[config.mk]
export PLATFORM = sky130hd
export DESIGN_NAME = async_reset_shutter_control
export DESIGN_NICKNAME = d
export VERILOG_FILES = /design/src/shutter_ctrl_pkg.sv /design/src/async_reset_shutter_control.sv
export VERILOG_INCLUDE_DIRS = /design/src
export SDC_FILE = /design/constraint.sdc
export NUM_CORES = 1
export LEC_CHECK = 0
export BUFFER_PORTS_ARGS = -buffer_cell sky130_fd_sc_hd__buf_2
export CAP_MARGIN = 20
export CORE_ASPECT_RATIO = 0.75
export CORE_UTILIZATION = 40
export DETAILED_ROUTE_END_ITERATION = 16
export SLEW_MARGIN = 10
export SYNTH_ARGS = -nofsm -noshare
export SYNTH_HDL_FRONTEND = slang
export SYNTH_SLANG_ARGS = --single-unit
[constraint.sdc]
create_clock -name CLK_IN -period 3.3 [get_ports CLK_IN]
set_input_delay 0.33 -clock CLK_IN [delete_from_list [all_inputs] [get_ports CLK_IN]]
set_output_delay 0.33 -clock CLK_IN [all_outputs]
set_load 0.005 [all_outputs]
[src/shutter_ctrl_regs.svh]
`ifndef SHUTTER_CTRL_REGS_SVH
`define SHUTTER_CTRL_REGS_SVH
// ----------------------------------------
// Register map
// ----------------------------------------
`define SC_ADDR_CTRL 12'h000
`define SC_ADDR_STATUS 12'h004
`define SC_CTRL_RESET 4'h0
`define SC_CTRL_POS_MSB 3
`define SC_ST_ASYNC 0
`define SC_ST_MEMVALID 1
`define SC_ST_STATE_LSB 2
`define SC_ST_STATE_MSB 3
`define SC_ST_CAPT_LSB 8
`define SC_ST_CAPT_MSB 15
// ----------------------------------------
// Selector positions
// ----------------------------------------
`define SC_POS_NORMAL 4'h0
`define SC_POS_FAST_LAST 4'h4
`define SC_POS_SLOW_LAST 4'h8
`define SC_POS_PULSE 4'h9
`define SC_POS_FIRST 4'h1
// ----------------------------------------
// Line timing
// ----------------------------------------
`define SC_PW_DELAY_H 4'h9
`define SC_LINE_RATE_HZ 15750
`define SC_FRAME_RATE_HZ 15
`define SC_LINES_PER_FRAME 11'(`SC_LINE_RATE_HZ / `SC_FRAME_RATE_HZ)
`define SC_LINE_LAST (`SC_LINES_PER_FRAME - 11'h001)
`define SC_ACTIVE_LINES 11'h400
`define SC_EXP_ONE 8'h01
`endif

[src/shutter_ctrl_pkg.sv]
package shutter_ctrl_pkg;
	typedef enum logic [1:0] {ST_IDLE, ST_PEND, ST_PW_LOW, ST_EXPOSE} state_t;
	typedef enum logic [1:0] {MODE_NORMAL, MODE_FAST, MODE_SLOW, MODE_PULSE} mode_t;
	typedef struct packed {
		logic vsync;
		logic frame_valid;
		logic line_start;
		logic black;
		logic live;
	} video_t;
	typedef struct packed {
		logic discharge;
		logic integrate;
		logic frame_write;
		logic marker;
	} sensor_t;
endpackage : shutter_ctrl_pkg

[src/async_reset_shutter_control.sv]
// Notes on behaviour
// - Line timing follows the external line drive, which must run continuously.
// - Exposure comes from an external pulse width or the ten-position selector.
// - Asynchronous shutter only with the select strap open, using external line drive.
// - A falling reset edge is held until the next line drive pulse.
// - At that point vertical timing restarts; line timing keeps its phase.
// - Each accepted reset overwrites frame memory; frames replay progressively.
// - Selector position 9 selects external pulse-width exposure.
// - Pulse-width: discharge ends at the ninth line drive after the falling edge.
// - Pulse-width: the rising edge makes the internal reset, restarting vertical timing.
// - Pulse-width: exposure equals pulse low time, starting nine lines late.
// - Pulse-width: one progressive frame starts at the rising edge.
// - With reset input high, the stored image repeats until the next trigger.
// - Trigger held high in asynchronous mode: continuous discharge, black video until a frame is stored.
// - Positions 1 to 4: fast reset latched to line drive, selector sets exposure.
// - Fast mode: video starts with the internal reset, no extra delay.
// - Positions 5 to 8: first reset latched, second reset ends exposure.
// - Slow mode: video starts right after the second internal reset.
// - A marker pulse shows the time of the second internal reset.
// - Frames replay at 15 frames per second.
// - The old frame keeps playing during a long integration.
// - Normal selection gives live video with manual exposure.
//
// The implementer's own choices: the placing of the registers and the APB register port.
`timescale 1ns/1ps
`include "shutter_ctrl_regs.svh"
module async_reset_shutter_control (
	// Clock, reset, enable
	input wire logic CLK_IN,
	input wire logic RST_N_IN,
	input wire logic CE_IN,
	// Trigger, line drive and strap
	input wire logic ASYNC_RESET_INPUT_IN,
	input wire logic LINE_DRIVE_REFERENCE_IN,
	input wire logic ASYNC_SELECT_STRAP_IN,
	// APB slave
	input wire logic PSEL_IN,
	input wire logic PENABLE_IN,
	input wire logic PWRITE_IN,
	input wire logic [11:0] PADDR_IN,
	input wire logic [31:0] PWDATA_IN,
	output logic PREADY_OUT,
	output logic [31:0] PRDATA_OUT,
	output logic PSLVERR_OUT,
	// Sensor control
	output logic DISCHARGE_OUT,
	output logic INTEGRATE_OUT,
	output logic FRAME_WRITE_OUT,
	output logic SECOND_RESET_MARKER_OUT,
	// Video timing
	output logic VSYNC_OUT,
	output logic FRAME_VALID_OUT,
	output logic LINE_START_OUT,
	output logic VIDEO_BLACK_OUT,
	output logic VIDEO_LIVE_OUT
);
	// ----------------------------------------
	// Input synchronisers
	// ----------------------------------------
	logic trig_s1, trig_s2, trig_s3;
	logic hd_s1, hd_s2, hd_s3;
	logic trig_fall, trig_rise, hd;

	always_ff @(posedge CLK_IN) begin
		if (!RST_N_IN) begin
			trig_s1 <= 1'b1;
			trig_s2 <= 1'b1;
			trig_s3 <= 1'b1;
			hd_s1 <= 1'b0;
			hd_s2 <= 1'b0;
			hd_s3 <= 1'b0;
		end else if (CE_IN) begin
			// First stage feeds only the second: metastability stays out of the edge logic
			trig_s1 <= ASYNC_RESET_INPUT_IN;
			trig_s2 <= trig_s1;
			trig_s3 <= trig_s2;
			hd_s1 <= LINE_DRIVE_REFERENCE_IN;
			hd_s2 <= hd_s1;
			hd_s3 <= hd_s2;
		end
	end

	assign trig_fall = trig_s3 & ~trig_s2;
	assign trig_rise = ~trig_s3 & trig_s2;
	// Every line event comes from the external drive, so no internal line counter drifts
	assign hd = hd_s2 & ~hd_s3;

	// ----------------------------------------
	// Registers and mode decode
	// ----------------------------------------
	logic [3:0] pos;
	logic async_on;
	logic mem_valid;
	logic [7:0] capt_cnt;
	shutter_ctrl_pkg::mode_t mode;
	shutter_ctrl_pkg::state_t st, next_st;

	always_comb begin
		if (pos == `SC_POS_PULSE)
			mode = shutter_ctrl_pkg::MODE_PULSE;
		else if (pos > `SC_POS_FAST_LAST)
			mode = shutter_ctrl_pkg::MODE_SLOW;
		else if (pos != `SC_POS_NORMAL)
			mode = shutter_ctrl_pkg::MODE_FAST;
		else
			mode = shutter_ctrl_pkg::MODE_NORMAL;
	end

	always_ff @(posedge CLK_IN) begin
		if (!RST_N_IN) begin
			async_on <= 1'b0;
		end else if (CE_IN) begin
			async_on <= ASYNC_SELECT_STRAP_IN && (pos != `SC_POS_NORMAL);
		end
	end

	// Selector positions 1..8 give 1, 2, 4 .. 128 lines
	function automatic logic [7:0] exp_lines(input logic [3:0] p);
		logic [3:0] sh;
		sh = p - `SC_POS_FIRST;
		exp_lines = `SC_EXP_ONE << sh[2:0];
	endfunction : exp_lines

	// ----------------------------------------
	// Shutter sequencer
	// ----------------------------------------
	logic [7:0] cnt, next_cnt;
	logic [3:0] hcnt, next_hcnt;
	logic restart, capture, marker;

	always_comb begin
		next_st = st;
		next_cnt = cnt;
		next_hcnt = hcnt;
		restart = 1'b0;
		capture = 1'b0;
		marker = 1'b0;
		if (!async_on) begin
			next_st = shutter_ctrl_pkg::ST_IDLE;
		end else begin
			case (st)
				shutter_ctrl_pkg::ST_IDLE: begin
					if (trig_fall)
						next_st = shutter_ctrl_pkg::ST_PEND;
				end
				shutter_ctrl_pkg::ST_PEND: begin
					if (mode == shutter_ctrl_pkg::MODE_PULSE && trig_rise) begin
						// Pulse shorter than a line: capture with no integration
						capture = 1'b1;
						restart = 1'b1;
						next_st = shutter_ctrl_pkg::ST_IDLE;
					end else if (hd) begin
						restart = 1'b1;
						if (mode == shutter_ctrl_pkg::MODE_PULSE) begin
							next_hcnt = `SC_POS_FIRST;
							next_st = shutter_ctrl_pkg::ST_PW_LOW;
						end else begin
							next_cnt = exp_lines(pos);
							next_st = shutter_ctrl_pkg::ST_EXPOSE;
						end
					end
				end
				shutter_ctrl_pkg::ST_PW_LOW: begin
					if (trig_rise) begin
						capture = 1'b1;
						restart = 1'b1;
						next_st = shutter_ctrl_pkg::ST_IDLE;
					end else if (hd && hcnt != `SC_PW_DELAY_H) begin
						next_hcnt = hcnt + `SC_POS_FIRST;
					end
				end
				shutter_ctrl_pkg::ST_EXPOSE: begin
					if (hd) begin
						if (cnt == `SC_EXP_ONE) begin
							capture = 1'b1;
							next_st = shutter_ctrl_pkg::ST_IDLE;
							if (mode == shutter_ctrl_pkg::MODE_SLOW) begin
								marker = 1'b1;
								restart = 1'b1;
							end
						end else begin
							next_cnt = cnt - `SC_EXP_ONE;
						end
					end
				end
				default: begin
					next_st = shutter_ctrl_pkg::ST_IDLE;
				end
			endcase
		end
	end

	always_ff @(posedge CLK_IN) begin
		if (!RST_N_IN) begin
			st <= shutter_ctrl_pkg::ST_IDLE;
			cnt <= 8'h00;
			hcnt <= 4'h0;
		end else if (CE_IN) begin
			st <= next_st;
			cnt <= next_cnt;
			hcnt <= next_hcnt;
		end
	end

	// ----------------------------------------
	// Sensor and memory control
	// ----------------------------------------
	shutter_ctrl_pkg::sensor_t sen, next_sen;
	logic next_mem_valid;
	logic [10:0] line_cnt, next_line;

	always_comb begin
		next_sen = '0;
		next_mem_valid = async_on && (mem_valid || capture);
		if (async_on) begin
			// Idle or waiting: keep draining the well so no stray charge builds up
			next_sen.discharge = (next_st == shutter_ctrl_pkg::ST_IDLE)
				|| (next_st == shutter_ctrl_pkg::ST_PEND)
				|| (next_st == shutter_ctrl_pkg::ST_PW_LOW
				&& next_hcnt != `SC_PW_DELAY_H);
			next_sen.integrate = (next_st == shutter_ctrl_pkg::ST_EXPOSE)
				|| (next_st == shutter_ctrl_pkg::ST_PW_LOW
				&& next_hcnt == `SC_PW_DELAY_H);
		end else begin
			next_sen.integrate = 1'b1;
		end
		// Memory is overwritten from a capture until the current frame ends
		next_sen.frame_write = capture || (sen.frame_write && !(hd && line_cnt == `SC_LINE_LAST));
		next_sen.marker = marker;
	end

	always_ff @(posedge CLK_IN) begin
		if (!RST_N_IN) begin
			sen <= '0;
			mem_valid <= 1'b0;
			capt_cnt <= 8'h00;
		end else if (CE_IN) begin
			sen <= next_sen;
			mem_valid <= next_mem_valid;
			if (capture)
				capt_cnt <= capt_cnt + `SC_EXP_ONE;
		end
	end

	assign DISCHARGE_OUT = sen.discharge;
	assign INTEGRATE_OUT = sen.integrate;
	assign FRAME_WRITE_OUT = sen.frame_write;
	assign SECOND_RESET_MARKER_OUT = sen.marker;

	// ----------------------------------------
	// Vertical timing and replay
	// ----------------------------------------
	shutter_ctrl_pkg::video_t vid, next_vid;

	always_comb begin
		next_line = line_cnt;
		if (restart)
			next_line = 11'h000;
		else if (hd)
			next_line = (line_cnt == `SC_LINE_LAST) ? 11'h000 : line_cnt + 11'h001;
		next_vid.vsync = restart || (hd && line_cnt == `SC_LINE_LAST);
		next_vid.frame_valid = next_line < `SC_ACTIVE_LINES;
		// Line starts stay on the external drive through a restart
		next_vid.line_start = hd;
		// Old image keeps playing while a new one integrates; black only when none held
		next_vid.black = async_on && !next_mem_valid;
		next_vid.live = !async_on;
	end

	always_ff @(posedge CLK_IN) begin
		if (!RST_N_IN) begin
			line_cnt <= 11'h000;
			vid <= '0;
		end else if (CE_IN) begin
			line_cnt <= next_line;
			vid <= next_vid;
		end
	end

	assign VSYNC_OUT = vid.vsync;
	assign FRAME_VALID_OUT = vid.frame_valid;
	assign LINE_START_OUT = vid.line_start;
	assign VIDEO_BLACK_OUT = vid.black;
	assign VIDEO_LIVE_OUT = vid.live;

	// ----------------------------------------
	// APB slave
	// ----------------------------------------
	logic pready, pslverr;
	logic [31:0] prdata, rd;
	logic hit_ctrl, hit_stat, done;

	assign hit_ctrl = PADDR_IN == `SC_ADDR_CTRL;
	assign hit_stat = PADDR_IN == `SC_ADDR_STATUS;
	assign done = PSEL_IN && PENABLE_IN && pready;

	always_comb begin
		rd = 32'h0000_0000;
		if (hit_ctrl) begin
			rd[`SC_CTRL_POS_MSB:0] = pos;
		end else if (hit_stat) begin
			rd[`SC_ST_ASYNC] = async_on;
			rd[`SC_ST_MEMVALID] = mem_valid;
			rd[`SC_ST_STATE_MSB:`SC_ST_STATE_LSB] = st;
			rd[`SC_ST_CAPT_MSB:`SC_ST_CAPT_LSB] = capt_cnt;
		end
	end

	always_ff @(posedge CLK_IN) begin
		if (!RST_N_IN) begin
			pready <= 1'b0;
			prdata <= 32'h0000_0000;
			pslverr <= 1'b0;
		end else if (CE_IN) begin
			// One wait state keeps read data and error straight from flip-flops
			pready <= PSEL_IN && PENABLE_IN && !pready;
			prdata <= rd;
			pslverr <= PSEL_IN && PENABLE_IN && !pready && !hit_ctrl && !hit_stat;
		end
	end

	always_ff @(posedge CLK_IN) begin
		if (!RST_N_IN) begin
			pos <= `SC_CTRL_RESET;
		end else if (CE_IN) begin
			// Only ten positions exist; values above 9 are dropped
			if (done && PWRITE_IN && hit_ctrl && PWDATA_IN[3:0] <= `SC_POS_PULSE)
				pos <= PWDATA_IN[3:0];
		end
	end

	assign PREADY_OUT = pready;
	assign PRDATA_OUT = prdata;
	assign PSLVERR_OUT = pslverr;

	// ----------------------------------------
	// Assertions
	// ----------------------------------------
	a_fall_pending: assert property (@(posedge CLK_IN) disable iff (!RST_N_IN)
		CE_IN && async_on && st == shutter_ctrl_pkg::ST_IDLE && trig_fall
		|=> st == shutter_ctrl_pkg::ST_PEND)
		else $error("falling trigger not held for line drive");

	a_latch_restart: assert property (@(posedge CLK_IN) disable iff (!RST_N_IN)
		CE_IN && async_on && st == shutter_ctrl_pkg::ST_PEND && hd && !trig_rise
		|=> line_cnt == 11'h000 && VSYNC_OUT && LINE_START_OUT)
		else $error("vertical timing not restarted at latched line");

	a_idle_discharge: assert property (@(posedge CLK_IN) disable iff (!RST_N_IN)
		CE_IN && async_on && st == shutter_ctrl_pkg::ST_IDLE && !mem_valid
		|=> DISCHARGE_OUT && !INTEGRATE_OUT && VIDEO_BLACK_OUT)
		else $error("idle async not discharging black");

	a_ninth_line: assert property (@(posedge CLK_IN) disable iff (!RST_N_IN)
		CE_IN && async_on && st == shutter_ctrl_pkg::ST_PW_LOW && hd && !trig_rise
		&& hcnt == 4'h8 |=> !DISCHARGE_OUT && INTEGRATE_OUT)
		else $error("discharge not ended at ninth line drive");

	a_rise_capture: assert property (@(posedge CLK_IN) disable iff (!RST_N_IN)
		CE_IN && async_on && st == shutter_ctrl_pkg::ST_PW_LOW && trig_rise
		|=> FRAME_WRITE_OUT && line_cnt == 11'h000 && FRAME_VALID_OUT && DISCHARGE_OUT)
		else $error("rising edge did not capture and restart");

	a_slow_marker: assert property (@(posedge CLK_IN) disable iff (!RST_N_IN)
		CE_IN && async_on && st == shutter_ctrl_pkg::ST_EXPOSE && hd && cnt == 8'h01
		&& mode == shutter_ctrl_pkg::MODE_SLOW
		|=> SECOND_RESET_MARKER_OUT && line_cnt == 11'h000 ##1 !SECOND_RESET_MARKER_OUT)
		else $error("second reset marker missing");

	a_fast_expose: assert property (@(posedge CLK_IN) disable iff (!RST_N_IN)
		CE_IN && async_on && st == shutter_ctrl_pkg::ST_PEND && hd && pos == 4'h2
		&& !trig_rise |=> INTEGRATE_OUT && cnt == 8'h02)
		else $error("fast exposure length wrong");

	a_replay_held: assert property (@(posedge CLK_IN) disable iff (!RST_N_IN)
		CE_IN && async_on && mem_valid |=> !VIDEO_BLACK_OUT)
		else $error("stored frame not replayed");

	a_live_normal: assert property (@(posedge CLK_IN) disable iff (!RST_N_IN)
		CE_IN && !async_on |=> VIDEO_LIVE_OUT && !DISCHARGE_OUT && !VIDEO_BLACK_OUT)
		else $error("normal mode not live");

	a_frame_wrap: assert property (@(posedge CLK_IN) disable iff (!RST_N_IN)
		CE_IN && hd && !restart && line_cnt == `SC_LINE_LAST |=> line_cnt == 11'h000 && VSYNC_OUT)
		else $error("frame length not 1050 lines");
endmodule : async_reset_shutter_control

---- Word level (Yosys, flattened, before mapping) ----
Index checks and enable logic that the tools add are counted.
Widths: inputs -> output; s select.
cells by class
  add/subtract/negate cells ............... 5
  magnitude comparators ................... 3
  equal/unequal tests ..................... 20
  shift operators ......................... 1
  mux-type cells .......................... 49
  bitwise operators ....................... 6
  reduce and logical (&&, ||, !) cells .... 37
operator list
  kind                   number
  $mux 8                 7
  $mux 11                3
  $mux 4                 8
  $mux 2                 9
  $logic_and 1x1->1      17
  $mux 1                 17
  $pmux 8 s2             1
  $eq 12x3->1 const B    1
  $eq 2x2->1 const B     6
  $logic_not 12->1       1
  $add 11x1->11 const B  1
  $eq 11x11->1 const B   1
  $lt 11x11->1 const B   1
  $ne 2x2->1 const B     5
  $add 8x1->8 const B    1
  $eq 4x4->1 const B     2
  $eq 8x1->1 const B     1
  $ne 4x4->1 const B     2
  $pmux 2 s4             1
  $pmux 4 s2             1
  $reduce_and 8->1       1
  $shl 1x3->8 const A    1
  $sub 8x1->8 const B    1
  $logic_not 1->1        6
  other kinds (13)       26
word-level totals
  bits in registers ....................... 68
  output and inout bits ................... 43

---- Logic depth before layout (Yosys ltp) ----
Gate-level depths: netlist (run 1).
  depth after elaboration ................. 14
  gate-level depth with buffers ........... 10
  gate-level depth less buffers ........... 8

---- Least setup slack after synthesis (run 1) ----
No wires, ideal clock.
  kind .................................... register -> register
  from .................................... register hcnt[1]
  to ...................................... register sen, in the netlist DISCHARGE_OUT
  arrival ................................. 2.037 ns
  data required time ...................... 3.184 ns
  setup slack ............................. 1.147 ns
  stages on the path, launching flop included .. 9
  buffers on the path ..................... 0
  path through ............................ dfxtp_1 inv_1 ha_1 and3b_1 or3_4 a21oi_2 o32ai_1 or4_1 a31o_1
between the ends
  word-level cells in the longest chain between the ends .. 10
  elaborated cells between the ends (all ways) .. 14
  those cells by class .................... add/sub: 1; eq/ne: 2; mux: 8; reduce/logical: 3
ends and longest elaborated chain
  what                                                                 RTL line                            RTL
  from (decl)                                                          async_reset_shutter_control.sv:128  logic [3:0] hcnt, next_hcnt;
  from (signal assigned)                                               async_reset_shutter_control.sv:201  hcnt <= next_hcnt;
  parallel branches: the longest is 5 deep, another holds $add 4x1->4  n/a
  $mux 4 *                                                             async_reset_shutter_control.sv:138  if (!async_on) begin
  $ne 4x4->1 (no source line) *                                        n/a
  $logic_and 1x1->1 (no source line) *                                 n/a
  $logic_or 1x1->1 *                                                   async_reset_shutter_control.sv:217  next_sen.discharge = (next_st == shutter_ctrl_pkg::ST_IDLE)
  $mux 1 *                                                             async_reset_shutter_control.sv:215  if (async_on) begin
  to (signal assigned)                                                 async_reset_shutter_control.sv:238  sen <= next_sen;
  to (decl)                                                            async_reset_shutter_control.sv:208  shutter_ctrl_pkg::sensor_t sen, next_sen;
Mark *: on every way between the ends.
A chain may end at the register's enable or synchronous reset.

---- Final worst setup path (run 1) ----
  from .................................... register pos[0]
  to ...................................... register capt_cnt[3]
between the ends
  word-level cells in the longest chain between the ends .. 10
  elaborated cells between the ends (all ways) .. 12
  those cells by class .................... order compare: 1; eq/ne: 2; mux: 6; reduce/logical: 3
ends and longest elaborated chain
  what                                                                RTL line                            RTL
  from (decl)                                                         async_reset_shutter_control.sv:91   logic [3:0] pos;
  from (signal assigned)                                              async_reset_shutter_control.sv:324  pos <= `SC_CTRL_RESET;
  from (signal assigned)                                              async_reset_shutter_control.sv:328  pos <= PWDATA_IN[3:0];
  parallel branches: the longest is 3 deep, another holds $gt 4x3->1  n/a
  $mux 2 *                                                            async_reset_shutter_control.sv:99   if (pos == `SC_POS_PULSE)
  $eq 2x2->1 *                                                        async_reset_shutter_control.sv:147  if (mode == shutter_ctrl_pkg::MODE_PULSE && trig_rise) begin
  $logic_and 1x1->1 *                                                 async_reset_shutter_control.sv:147
  $mux 1 *                                                            async_reset_shutter_control.sv:147
  $pmux 1 s3 *                                                        async_reset_shutter_control.sv:141  case (st)
  $mux 1 *                                                            async_reset_shutter_control.sv:138
  $reduce_and 2->1 (no source line) *                                 n/a
  to (signal assigned)                                                async_reset_shutter_control.sv:241  capt_cnt <= capt_cnt + `SC_EXP_ONE;
  to (decl)                                                           async_reset_shutter_control.sv:94   logic [7:0] capt_cnt;
Marks and branches as above.

==> summary.log, run 1 <==
INFO  status         result_of_the_run=completed
INFO  floorplan      num_rows=30
INFO  sta            timing.slew.headroom=0.465
INFO  worst_setup_path cp_cell_sequence=and4bb_1 -> a21oi_1 -> o21ai_1 -> nand3_1 -> or3_1 -> a21boi_1
INFO  logic_synthesis fraction_of_synthesis_flops_using_an_asynchronous_set_or_reset_pin=0
INFO  worst_setup_path critical_path_required=3560ps
INFO  placement      port_buffers=47
INFO  worst_setup_path critPathSlowestCell=sky130_fd_sc_hd__dfxtp_1
INFO  sta            setup_total_negative_slack=0ps
INFO  clock_tree     post-cts-setup-buffer-count=0
INFO  power          power_per_cell_area=412nW/um2
INFO  min_path       hold_path.class=in -> reg
INFO  sta            timing.final.crit_period=2490ps
INFO  logic_synthesis ys_types=68
INFO  logic_synthesis proportion_of_netlist_area_held_by_the_largest_area_contributor=0.346
INFO  logic_synthesis synth.area.top_cells=sky130_fd_sc_hd__dfxtp_1, sky130_fd_sc_hd__nor2b_1, sky130_fd_sc_hd__buf_4
INFO  worst_setup_path timing.critical_path.max_delay_family=simple AND/OR/NAND/NOR gates
INFO  global_route   antenna_found_initial=0
INFO  worst_setup_path worstSetupEndpointType=flop
INFO  global_route   grt-ovfl-total=0
INFO  cells_and_area nets=565
INFO  route          post_drt_via_cell_ratio=5.32
INFO  clock_tree     clock_tree.buffer_depth=2
INFO  logic_synthesis edff_count_synth=0
INFO  floorplan      die_area=10300um2
INFO  worst_setup_path critical_path_peak_fanout=11
INFO  cells_and_area syn_to_final_growth=13.1%
INFO  floorplan      die-height=88.0um
INFO  logic_synthesis simple_gate_fraction_of_synth_area=0.295
INFO  sta            finalClockSkew=4.58ps
INFO  cells_and_area final-seq-area=1360um2
INFO  global_route   track_usage=0.181
INFO  global_route   grt_pass1_vias=2987
INFO  sta            rsz_0062_raised_after_global_routing=false
INFO  global_route   grt_start_max_net_pins=52
INFO  clock_tree     post_cts.resized_instances=0
INFO  cells_and_area drive_gt1_frac=0.162
INFO  logic_synthesis synth_area_leader_cell=sky130_fd_sc_hd__dfxtp_1
INFO  placement      dpl.hpwl=6250um
INFO  clock_tree     cts.reportedPaths.clkPinSlew=50ps
INFO  logic_synthesis ys_warn_count=0
INFO  clock_tree     h-tree-depth=3
INFO  floorplan      num_io_pins=96
INFO  logic_synthesis synth_top_family_by_area=simple AND/OR/NAND/NOR gates
INFO  clock_tree     cts_tree=built
INFO  sta            hold_viol=0
INFO  floorplan      initial_utilization=0.423
INFO  logic_synthesis ys_ff_latch=68
INFO  cells_and_area ant_cells=0
INFO  route          post-route-drc-count=0
INFO  logic_synthesis postSynth.topFlopCell=sky130_fd_sc_hd__dfxtp_1
INFO  worst_setup_path critical_path.n_buffers_inverters=0
INFO  cells_and_area n_fill_cell=947
INFO  placement      number_of_instances_in_the_placed_design=618
INFO  logic_synthesis post_synthesis_cell_area=3940um2
INFO  flow_run       drv.max_cap_violation_count=0
INFO  cells_and_area most_frequent_cells_in_the_layout=sky130_fd_sc_hd__dfxtp_1, sky130_fd_sc_hd__buf_2, sky130_fd_sc_hd__nor2b_1
INFO  sta            worst_slew_pin_slew=795ps
INFO  logic_synthesis muxShareOfSynthArea=0.0422
INFO  worst_setup_path worstSetupStartpointType=flop
INFO  cells_and_area leading_cell_type_in_the_layout_fill_and_taps_excluded=sky130_fd_sc_hd__dfxtp_1
INFO  cells_and_area multi_input_area=2330um2
INFO  route          drt_pre_antenna_iters=4
INFO  worst_setup_path crit_path_max_incr_delay=520ps
INFO  sta            timing.final.setup_violations=0
INFO  logic_synthesis synth_compound_area_frac=0.184
INFO  logic_synthesis synthAdderAreaFrac=0.0349
INFO  clock_tree     clock_sinks=68
INFO  sta            achievable_frequency=402MHz
INFO  logic_synthesis yosysSeqAreaShare=0.346
INFO  route          vias=3374
INFO  floorplan      die-width=117um
INFO  route          routed_wirelength=8780um
INFO  floorplan      core-area=9310um2
INFO  sta            period_share=0.753
INFO  clock_tree     number_of_buffers_added_by_the_clock_tree_synthesis_step=9
INFO  logic_synthesis synth-xor-area-share=0.0156
INFO  logic_synthesis syn_inst=469
INFO  route          ant_nets=0
INFO  route          violation_count_after_the_first_detailed_routing_iteration=213
INFO  clock_tree     clkLatencyLatePin=330ps
INFO  placement      routabilityCongestion=0.813
INFO  worst_setup_path arrival=2740ps
INFO  clock_tree     cts-root-buf=sky130_fd_sc_hd__clkbuf_16
INFO  route          post_drt_wl_per_cell=13.9um
INFO  logic_synthesis syn_avg_cell_area=8.40um2
INFO  global_route   grt_pass1_wl=14500um
INFO  power          vdd_drop_max=0.292mV
INFO  clock_tree     ctsHoldBuffers=0
INFO  worst_setup_path worst_setup_path_class=reg -> reg
INFO  cells_and_area cell_count_final_fillers_out=634
INFO  power          lkg_pwr=1.75nW
INFO  sta            max_transition_viols_final=0
==> layout make-up <==
type,count,area share
Multi-Input combinational cell,358,0.523
Timing Repair Buffer,51,0.0596
Clock buffer,13,0.0607
Inverter,13,0.0110
Sequential cell,68,0.306
Clock inverter,3,0.00449
Tap cell,128,0.0360
==> synthesized netlist by cell type, drive strengths merged (12+ instances only) <==
library cell and number:
nand2b 18, nand2 37, nor2b 40, buf 28, nor2 13, a21oi 21, a21boi 12, dfxtp 68
clkbuf 21, o21ai 27, inv 13, nand3 27
==> state kept, by name, summed over array words and instances (netlist names), 2 cells and up <==
signal / count
PRDATA_OUT: 12
capt_cnt: 8
cnt: 8
hcnt: 4
line_cnt: 11
pos: 4
st: 2
==> stage by stage <==
stage / total power (W) / cell area (um2) / hold WS (ps) / setup WS (ps) / util
2_1_floorplan: 0.000923 / 4010 / 441 / 1150 / -
3_3_place_gp: 0.000937 / 4160 / 458 / 878 / 0.447
3_5_place_dp: 0.000939 / 4160 / 466 / 845 / 0.447
4_1_cts: 0.00186 / 4450 / 199 / 824 / 0.478
5_1_grt: 0.00191 / 4450 / 211 / 601 / 0.478
6_report: 0.00183 / 4450 / 214 / 815 / 0.478
==> layer usage <==
metal | GRT usage | vias up | share of wire
met5 | 0 | - | 0
met4 | 0.0518 | 0 | 0.0084
met3 | 0.0519 | 7 | 0.051
met2 | 0.268 | 88 | 0.42
met1 | 0.254 | 1580 | 0.52
li1 | - | 1699 | -
==> worst reg2reg max path, stage by stage (launching register included) <==
cell and delay [ps]:
sky130_fd_sc_hd__dfxtp_1 520, sky130_fd_sc_hd__and4bb_1 450, sky130_fd_sc_hd__a21oi_1 150, sky130_fd_sc_hd__o21ai_1 380, sky130_fd_sc_hd__nand3_1 330, sky130_fd_sc_hd__or3_1 440, sky130_fd_sc_hd__a21boi_1 150
==> power breakdown <==
group / total [W] / switching (W) / internal (W)
Combinational: 0.0000857 / 0.0000498 / 0.0000359
Clock: 0.000913 / 0.000345 / 0.000568
Sequential: 0.000836 / 0.00000636 / 0.000830
Total: 0.00183 / 0.000401 / 0.00143
==> final timing paths <==
| check | end | slack, ps | from | cells after the start |
|---|---|---|---|---|
| min reg2reg | trig_s1 | 480 | trig_s1 | 2 |
| max reg2reg | capt_cnt[3] | 810 | pos[0] | 6 |
| max | capt_cnt[3] | 810 | pos[0] | 6 |
| min | trig_s1 | 210 | ASYNC_RESET_INPUT_IN | 3 |
==> kinds of logic (layout without fill, tap and decap cells) <==
family                   count (synthesis)  count (layout)
buffers and inverters                   62              80
adder cells (fa/ha/maj)                 11              11
AO/OA/AOI/OAI                          106             106
flip-flops                              68              68
multiplexers                            16              16
other                                    1              20
XOR/XNOR                                 7               7
AND/OR/NAND/NOR                        198             198
(Power assumes the default switching activity.)
==> inputs of run 2 (changes only) <==
--- a/config.mk
+++ b/config.mk
@@ -11,6 +11,7 @@
 export CORE_ASPECT_RATIO = 0.75
 export CORE_UTILIZATION = 40
 export DETAILED_ROUTE_END_ITERATION = 16
+export PLACE_DENSITY = 0.65
 export SLEW_MARGIN = 10
 export SYNTH_ARGS = -nofsm -noshare
 export SYNTH_HDL_FRONTEND = slang
==> constraint.sdc (replaced) <==
create_clock -name CLK_IN -period 2 [get_ports CLK_IN]
set_input_delay 0.2 -clock CLK_IN [delete_from_list [all_inputs] [get_ports CLK_IN]]
set_output_delay 0.2 -clock CLK_IN [all_outputs]
set_load 0.005 [all_outputs]
==> summary.log, run 2 (synthesis gave the netlist of run 1 again) <==
INFO  clock_tree     clkLatencyLatePin=320ps
INFO  power          power_per_cell_area=596nW/um2
INFO  cells_and_area multi_input_area=2480um2
INFO  placement      placement.cell_area=4580um2
INFO  cells_and_area largest_register_ffs=12
INFO  cells_and_area most_frequent_cells_in_the_layout=sky130_fd_sc_hd__dfxtp_1, sky130_fd_sc_hd__buf_4, sky130_fd_sc_hd__buf_2
INFO  route          post-route-drc-count=0
INFO  power          power.sequential.fraction=0.455
INFO  cells_and_area n_fill_cell=868
INFO  placement      dpl.hpwl=6770um
INFO  clock_tree     h-tree-depth=3
INFO  power          power.combinational.fraction=0.057
INFO  worst_setup_path worstSetupStartpointType=flop
INFO  global_route   track_usage=0.196
INFO  global_route   grt_pass1_vias=3220
INFO  cells_and_area final_util=0.546
INFO  power          p_int=0.00239W
INFO  cells_and_area leading_cell_type_in_the_layout_fill_and_taps_excluded=sky130_fd_sc_hd__dfxtp_1
INFO  route          post_drt_via_cell_ratio=5.22
INFO  clock_tree     clock_tree.buffer_depth=2
INFO  clock_tree     cts.reportedPaths.clkPinSlew=50ps
INFO  route          violation_count_after_the_first_detailed_routing_iteration=238
INFO  worst_setup_path critical_path_required=2220ps
INFO  power          switching_power=0.000640W
INFO  power          vdd_drop_max=0.447mV
INFO  clock_tree     cts_tree=built
INFO  floorplan      die_area=10300um2
INFO  sta            period_share=1.08
INFO  flow_run       drv.max_cap_violation_count=0
INFO  route          ant_nets=0
INFO  sta            max_transition_viols_final=0
INFO  clock_tree     number_of_buffers_added_by_the_clock_tree_synthesis_step=9
INFO  route          post_drt_wl_per_cell=14.0um
INFO  cells_and_area ant_cells=0
INFO  clock_tree     ctsHoldBuffers=0
INFO  placement      port_buffers=47
INFO  placement      routabilityCongestion=0.823
INFO  cells_and_area cell_count_final_fillers_out=693
INFO  sta            achievable_frequency=462MHz
INFO  global_route   antenna_found_initial=0
INFO  route          vias=3617
INFO  worst_setup_path critical_path_peak_fanout=3
INFO  global_route   grt-ovfl-total=0
INFO  sta            hold_viol=0
INFO  floorplan      die-width=117um
INFO  global_route   grt_pass1_wl=15600um
INFO  route          routed_wirelength=9700um
INFO  sta            timing.final.crit_period=2160ps
INFO  placement      number_of_instances_in_the_placed_design=669
INFO  sta            finalClockSkew=3.74ps
INFO  floorplan      num_rows=30
INFO  cells_and_area nets=624
INFO  sta            timing.hold.ws=115ps
INFO  sta            fin_ws=-164ps
INFO  min_path       hold_path.class=in -> reg
INFO  power          lkg_pwr=2.07nW
INFO  worst_setup_path worstSetupEndpointType=flop
INFO  cells_and_area drive_gt1_frac=0.299
INFO  status         violations=setup timing
INFO  floorplan      initial_utilization=0.423
INFO  status         result_of_the_run=finished, violations left
INFO  cells_and_area syn_to_final_growth=28.9%
INFO  clock_tree     cts-root-buf=sky130_fd_sc_hd__clkbuf_16
INFO  sta            timing.slew.headroom=0.604
INFO  floorplan      core-area=9310um2
INFO  power          clkPwrFrac=0.488
INFO  cells_and_area final-seq-area=1370um2
INFO  cells_and_area final_design_area_no_fill=5080um2
INFO  sta            worst_slew_pin_slew=594ps
INFO  clock_tree     clock_sinks=68
INFO  power          finalPower=0.00303W
INFO  worst_setup_path worst_setup_path_class=reg -> reg
INFO  power          switching_share=0.211
INFO  route          drt_pre_antenna_iters=6
INFO  global_route   grt_start_max_net_pins=66
INFO  sta            rsz_0062_raised_after_global_routing=true
INFO  sta            timing.final.setup_violations=2
INFO  worst_setup_path arrival=2380ps
INFO  floorplan      die-height=88.0um
INFO  floorplan      num_io_pins=96
[run 2: stage by stage]
step	setup WS [ps]	TNS (ps)
3_3_place_gp	-167	-740
2_1_floorplan	-106	-106
3_5_place_dp	-200	-1720
5_1_grt	-229	-1370
6_report	-164	-283
4_1_cts	-157	-268
[run 2: cell type report]
| class | count | area share |
|---|---|---|
| Inverter | 13 | 0.00961 |
| Clock buffer | 15 | 0.0547 |
| Multi-Input combinational cell | 358 | 0.489 |
| Sequential cell | 68 | 0.269 |
| Tap cell | 128 | 0.0315 |
| Timing Repair Buffer | 110 | 0.145 |
| Clock inverter | 1 | 0.000985 |
[run 2: critical path, cell delays in order (launching register included)]
cell and delay [ps]:
sky130_fd_sc_hd__dfxtp_2 330, sky130_fd_sc_hd__inv_2 50, sky130_fd_sc_hd__ha_4 150, sky130_fd_sc_hd__and3b_2 210
sky130_fd_sc_hd__or3_4 340, sky130_fd_sc_hd__a21oi_2 140, sky130_fd_sc_hd__o32ai_2 90, sky130_fd_sc_hd__or4_4 540
sky130_fd_sc_hd__a31o_1 230
[run 2: worst paths after layout]
kind / startpoint / end / slack (ps) / cells after the start
max: hcnt[1] / DISCHARGE_OUT / -160 / 8
min: ASYNC_RESET_INPUT_IN / trig_s1 / 110 / 3
max reg2reg: hcnt[1] / DISCHARGE_OUT / -160 / 8
min reg2reg: trig_s1 / trig_s2 / 470 / 2
[run 2: routing by layer]
layer  wire [um]  GRT usage  part of all wire  up-vias
met1        4950      0.282              0.51     1682
met5           0          0                 0        -
met3         406     0.0464             0.042       10
met4         116     0.0633             0.012        0
li1            -          -                 -     1815
met2        4220      0.286              0.44      110
[run 2: timing repair]
action                     CTS  global route
gates cloned                 0             1
resized for setup            8            31
pin swaps                    1             9
setup buffers                3             4
setup endpoints to repair   18            28
[run 2: power groups by stage]
stage | Combinational (W) | Sequential, W | Clock, W
after global placement | 0.000160 | 0.00140 | 0
after global routing | 0.000191 | 0.00138 | 0.00158
final | 0.000173 | 0.00138 | 0.00148
after floorplan | 0.000117 | 0.00141 | 0
after CTS | 0.000167 | 0.00138 | 0.00151
after detailed placement | 0.000163 | 0.00141 | 0
==> inputs of run 3 (changes only) <==
--- a/config.mk
+++ b/config.mk
@@ -9,9 +9,9 @@
 export BUFFER_PORTS_ARGS = -buffer_cell sky130_fd_sc_hd__buf_2
 export CAP_MARGIN = 20
 export CORE_ASPECT_RATIO = 0.75
-export CORE_UTILIZATION = 40
+export CORE_UTILIZATION = 58
 export DETAILED_ROUTE_END_ITERATION = 16
-export PLACE_DENSITY = 0.65
+export PLACE_DENSITY = 0.86
 export SLEW_MARGIN = 10
 export SYNTH_ARGS = -nofsm -noshare
 export SYNTH_HDL_FRONTEND = slang
==> constraint.sdc (replaced) <==
create_clock -name CLK_IN -period 2.62 [get_ports CLK_IN]
set_input_delay 0.262 -clock CLK_IN [delete_from_list [all_inputs] [get_ports CLK_IN]]
set_output_delay 0.262 -clock CLK_IN [all_outputs]
set_load 0.005 [all_outputs]
==> summary.log, run 3 (synthesis gave the netlist of run 1 again) <==
INFO  min_path       hold_path.class=in -> reg
INFO  power          vdd_drop_max=0.378mV
INFO  route          post_drt_via_cell_ratio=5.97
INFO  floorplan      num_rows=25
INFO  floorplan      die_area=7130um2
INFO  placement      dpl.hpwl=6390um
INFO  worst_setup_path critical_path.n_buffers_inverters=1
INFO  cells_and_area largest_register_ffs=12
INFO  sta            worst_slew_pin_slew=801ps
INFO  global_route   grt_pass1_wl=15300um
INFO  sta            max_transition_viols_final=0
INFO  worst_setup_path critPathSlowestCell=sky130_fd_sc_hd__or4_1
INFO  worst_setup_path cp_cell_sequence=inv_1 -> ha_1 -> nand3_1 -> nor2_1 -> nand2_1 -> and4_1 -> or4_1 -> a31o_1
INFO  global_route   grt-ovfl-total=0
INFO  clock_tree     ctsHoldBuffers=0
INFO  min_path       hp-start=ASYNC_RESET_INPUT_IN
INFO  clock_tree     clock_tree.buffer_depth=2
INFO  sta            achievable_frequency=400MHz
INFO  cells_and_area ant_cells=0
INFO  flow_run       drv.max_cap_violation_count=0
INFO  cells_and_area syn_to_final_growth=12.5%
INFO  sta            setup_total_negative_slack=0ps
INFO  floorplan      die-height=73.4um
INFO  floorplan      num_io_pins=96
INFO  sta            period_share=0.954
INFO  sta            fin_ws=119ps
INFO  worst_setup_path worstSetupStartpointType=flop
INFO  global_route   antenna_found_initial=0
INFO  worst_setup_path critical_path_required=2860ps
INFO  floorplan      initial_utilization=0.611
INFO  worst_setup_path worstSetupEndpointType=flop
INFO  sta            timing.final.crit_period=2500ps
INFO  clock_tree     h-tree-depth=3
INFO  worst_setup_path worst_setup_path_class=reg -> reg
INFO  route          ant_nets=0
INFO  worst_setup_path worst_setup_path_startpoint=st[0]
INFO  status         result_of_the_run=completed
INFO  worst_setup_path path_depth=8
INFO  clock_tree     clkLatencyLatePin=350ps
INFO  sta            timing.final.setup_violations=0
INFO  placement      routabilityCongestion=0.828
INFO  power          lkg_pwr=1.78nW
INFO  floorplan      core-area=6440um2
INFO  floorplan      die-width=97.2um
INFO  global_route   grt_pass1_vias=3292
INFO  global_route   track_usage=0.265
INFO  cells_and_area n_fill_cell=526
INFO  sta            timing.hold.ws=136ps
INFO  min_path       worstHoldPathCells=3
INFO  sta            finalClockSkew=5.67ps
INFO  clock_tree     cts-root-buf=sky130_fd_sc_hd__clkbuf_8
INFO  placement      port_buffers=47
INFO  sta            rsz_0062_raised_after_global_routing=false
INFO  route          post-route-drc-count=0
INFO  clock_tree     number_of_buffers_added_by_the_clock_tree_synthesis_step=9
INFO  worst_setup_path r2r.worst_path.cells=8
INFO  global_route   grt_start_max_net_pins=59
INFO  worst_setup_path timing.critical_path.max_delay_family=simple AND/OR/NAND/NOR gates
INFO  cells_and_area drive_gt1_frac=0.179
INFO  cells_and_area nets=573
INFO  clock_tree     cts.reportedPaths.clkPinSlew=70ps
INFO  worst_setup_path critical_path_peak_fanout=6
INFO  placement      pre_cts_slack=208ps
INFO  route          violation_count_after_the_first_detailed_routing_iteration=308
INFO  route          routed_wirelength=9220um
INFO  route          drt_pre_antenna_iters=5
INFO  clock_tree     cts_tree=built
INFO  route          post_drt_wl_per_cell=15.5um
INFO  worst_setup_path arrival=2740ps
INFO  route          vias=3553
INFO  clock_tree     clock_sinks=68
INFO  sta            timing.slew.headroom=0.461
INFO  cells_and_area leading_cell_type_in_the_layout_fill_and_taps_excluded=sky130_fd_sc_hd__dfxtp_1
INFO  cells_and_area most_frequent_cells_in_the_layout=sky130_fd_sc_hd__dfxtp_1, sky130_fd_sc_hd__buf_2, sky130_fd_sc_hd__nor2b_1
INFO  worst_setup_path crit_path_max_incr_delay=590ps
INFO  sta            hold_viol=0
INFO  worst_setup_path worstReg2RegStart=st[0]
INFO  power          power_per_cell_area=507nW/um2
==> run 3: changes by cell type in the layout (fill, tap and decap cells not counted), sizes merged <==
cell and change:
buf -51, bufinv +3, clkbuf -3
==> run 3: what timing repair did <==
action	in CTS	in global routing
setup endpoints to repair	0	2
gates resized for setup	0	2
setup buffers	0	0
endpoints found under the hold margin	0	0
==> run 3: area by class of cell <==
type,count,area (um2),share of cell area
timing repair buffer,59,338,0.0762
tap,81,101,0.0229
sequential,68,1360,0.307
inverter,13,48.8,0.0110
multi-input combinational,358,2330,0.526
clock inverter,4,95.1,0.0215
clock buffer,12,155,0.0350
==> run 3: power by group <==
| group | leakage (nW) | internal [W] | total [W] | switching (W) |
|---|---|---|---|---|
| logic | 1.11 | 0.0000480 | 0.000112 | 0.0000638 |
| registers | 0.550 | 0.00104 | 0.00105 | 0.00000846 |
| clock network | 0.127 | 0.000683 | 0.00108 | 0.000399 |
| total | 1.78 | 0.00177 | 0.00225 | 0.000472 |
==> run 3: path summary, 6_finish.rpt <==
path | end | slack [ps]
worst min register to register | PRDATA_OUT[1] | 480
worst min-delay path | trig_s1 | 140
worst max register to register | DISCHARGE_OUT | 120
worst max-delay path | DISCHARGE_OUT | 120
==> run 3: worst register-to-register path: cells and delay by family, from the launching register on <==
family	cells	cell delay [ps]
flip-flops	1	460
AO/OA/AOI/OAI	1	240
adder cells (fa/ha/maj)	1	390
buffers and inverters	1	130
AND/OR/NAND/NOR	5	1180
==> run 3: routing by layer <==
metal | track usage | share of wire
met1 | 0.336 | 0.45
met2 | 0.450 | 0.47
met3 | 0.0695 | 0.062
met4 | 0.0763 | 0.016
met5 | 0 | 0
==> run 3: per-stage QoR <==
stage | utilization | instance area, um2 | total power (W) | cells
2_1_floorplan | - | 4010 | 0.00116 | 488
3_3_place_gp | 0.648 | 4180 | 0.00118 | 579
3_5_place_dp | 0.648 | 4180 | 0.00119 | 579
4_1_cts | 0.687 | 4430 | 0.00225 | 595
5_1_grt | 0.688 | 4430 | 0.00231 | 595
6_report | 0.688 | 4430 | 0.00225 | 595
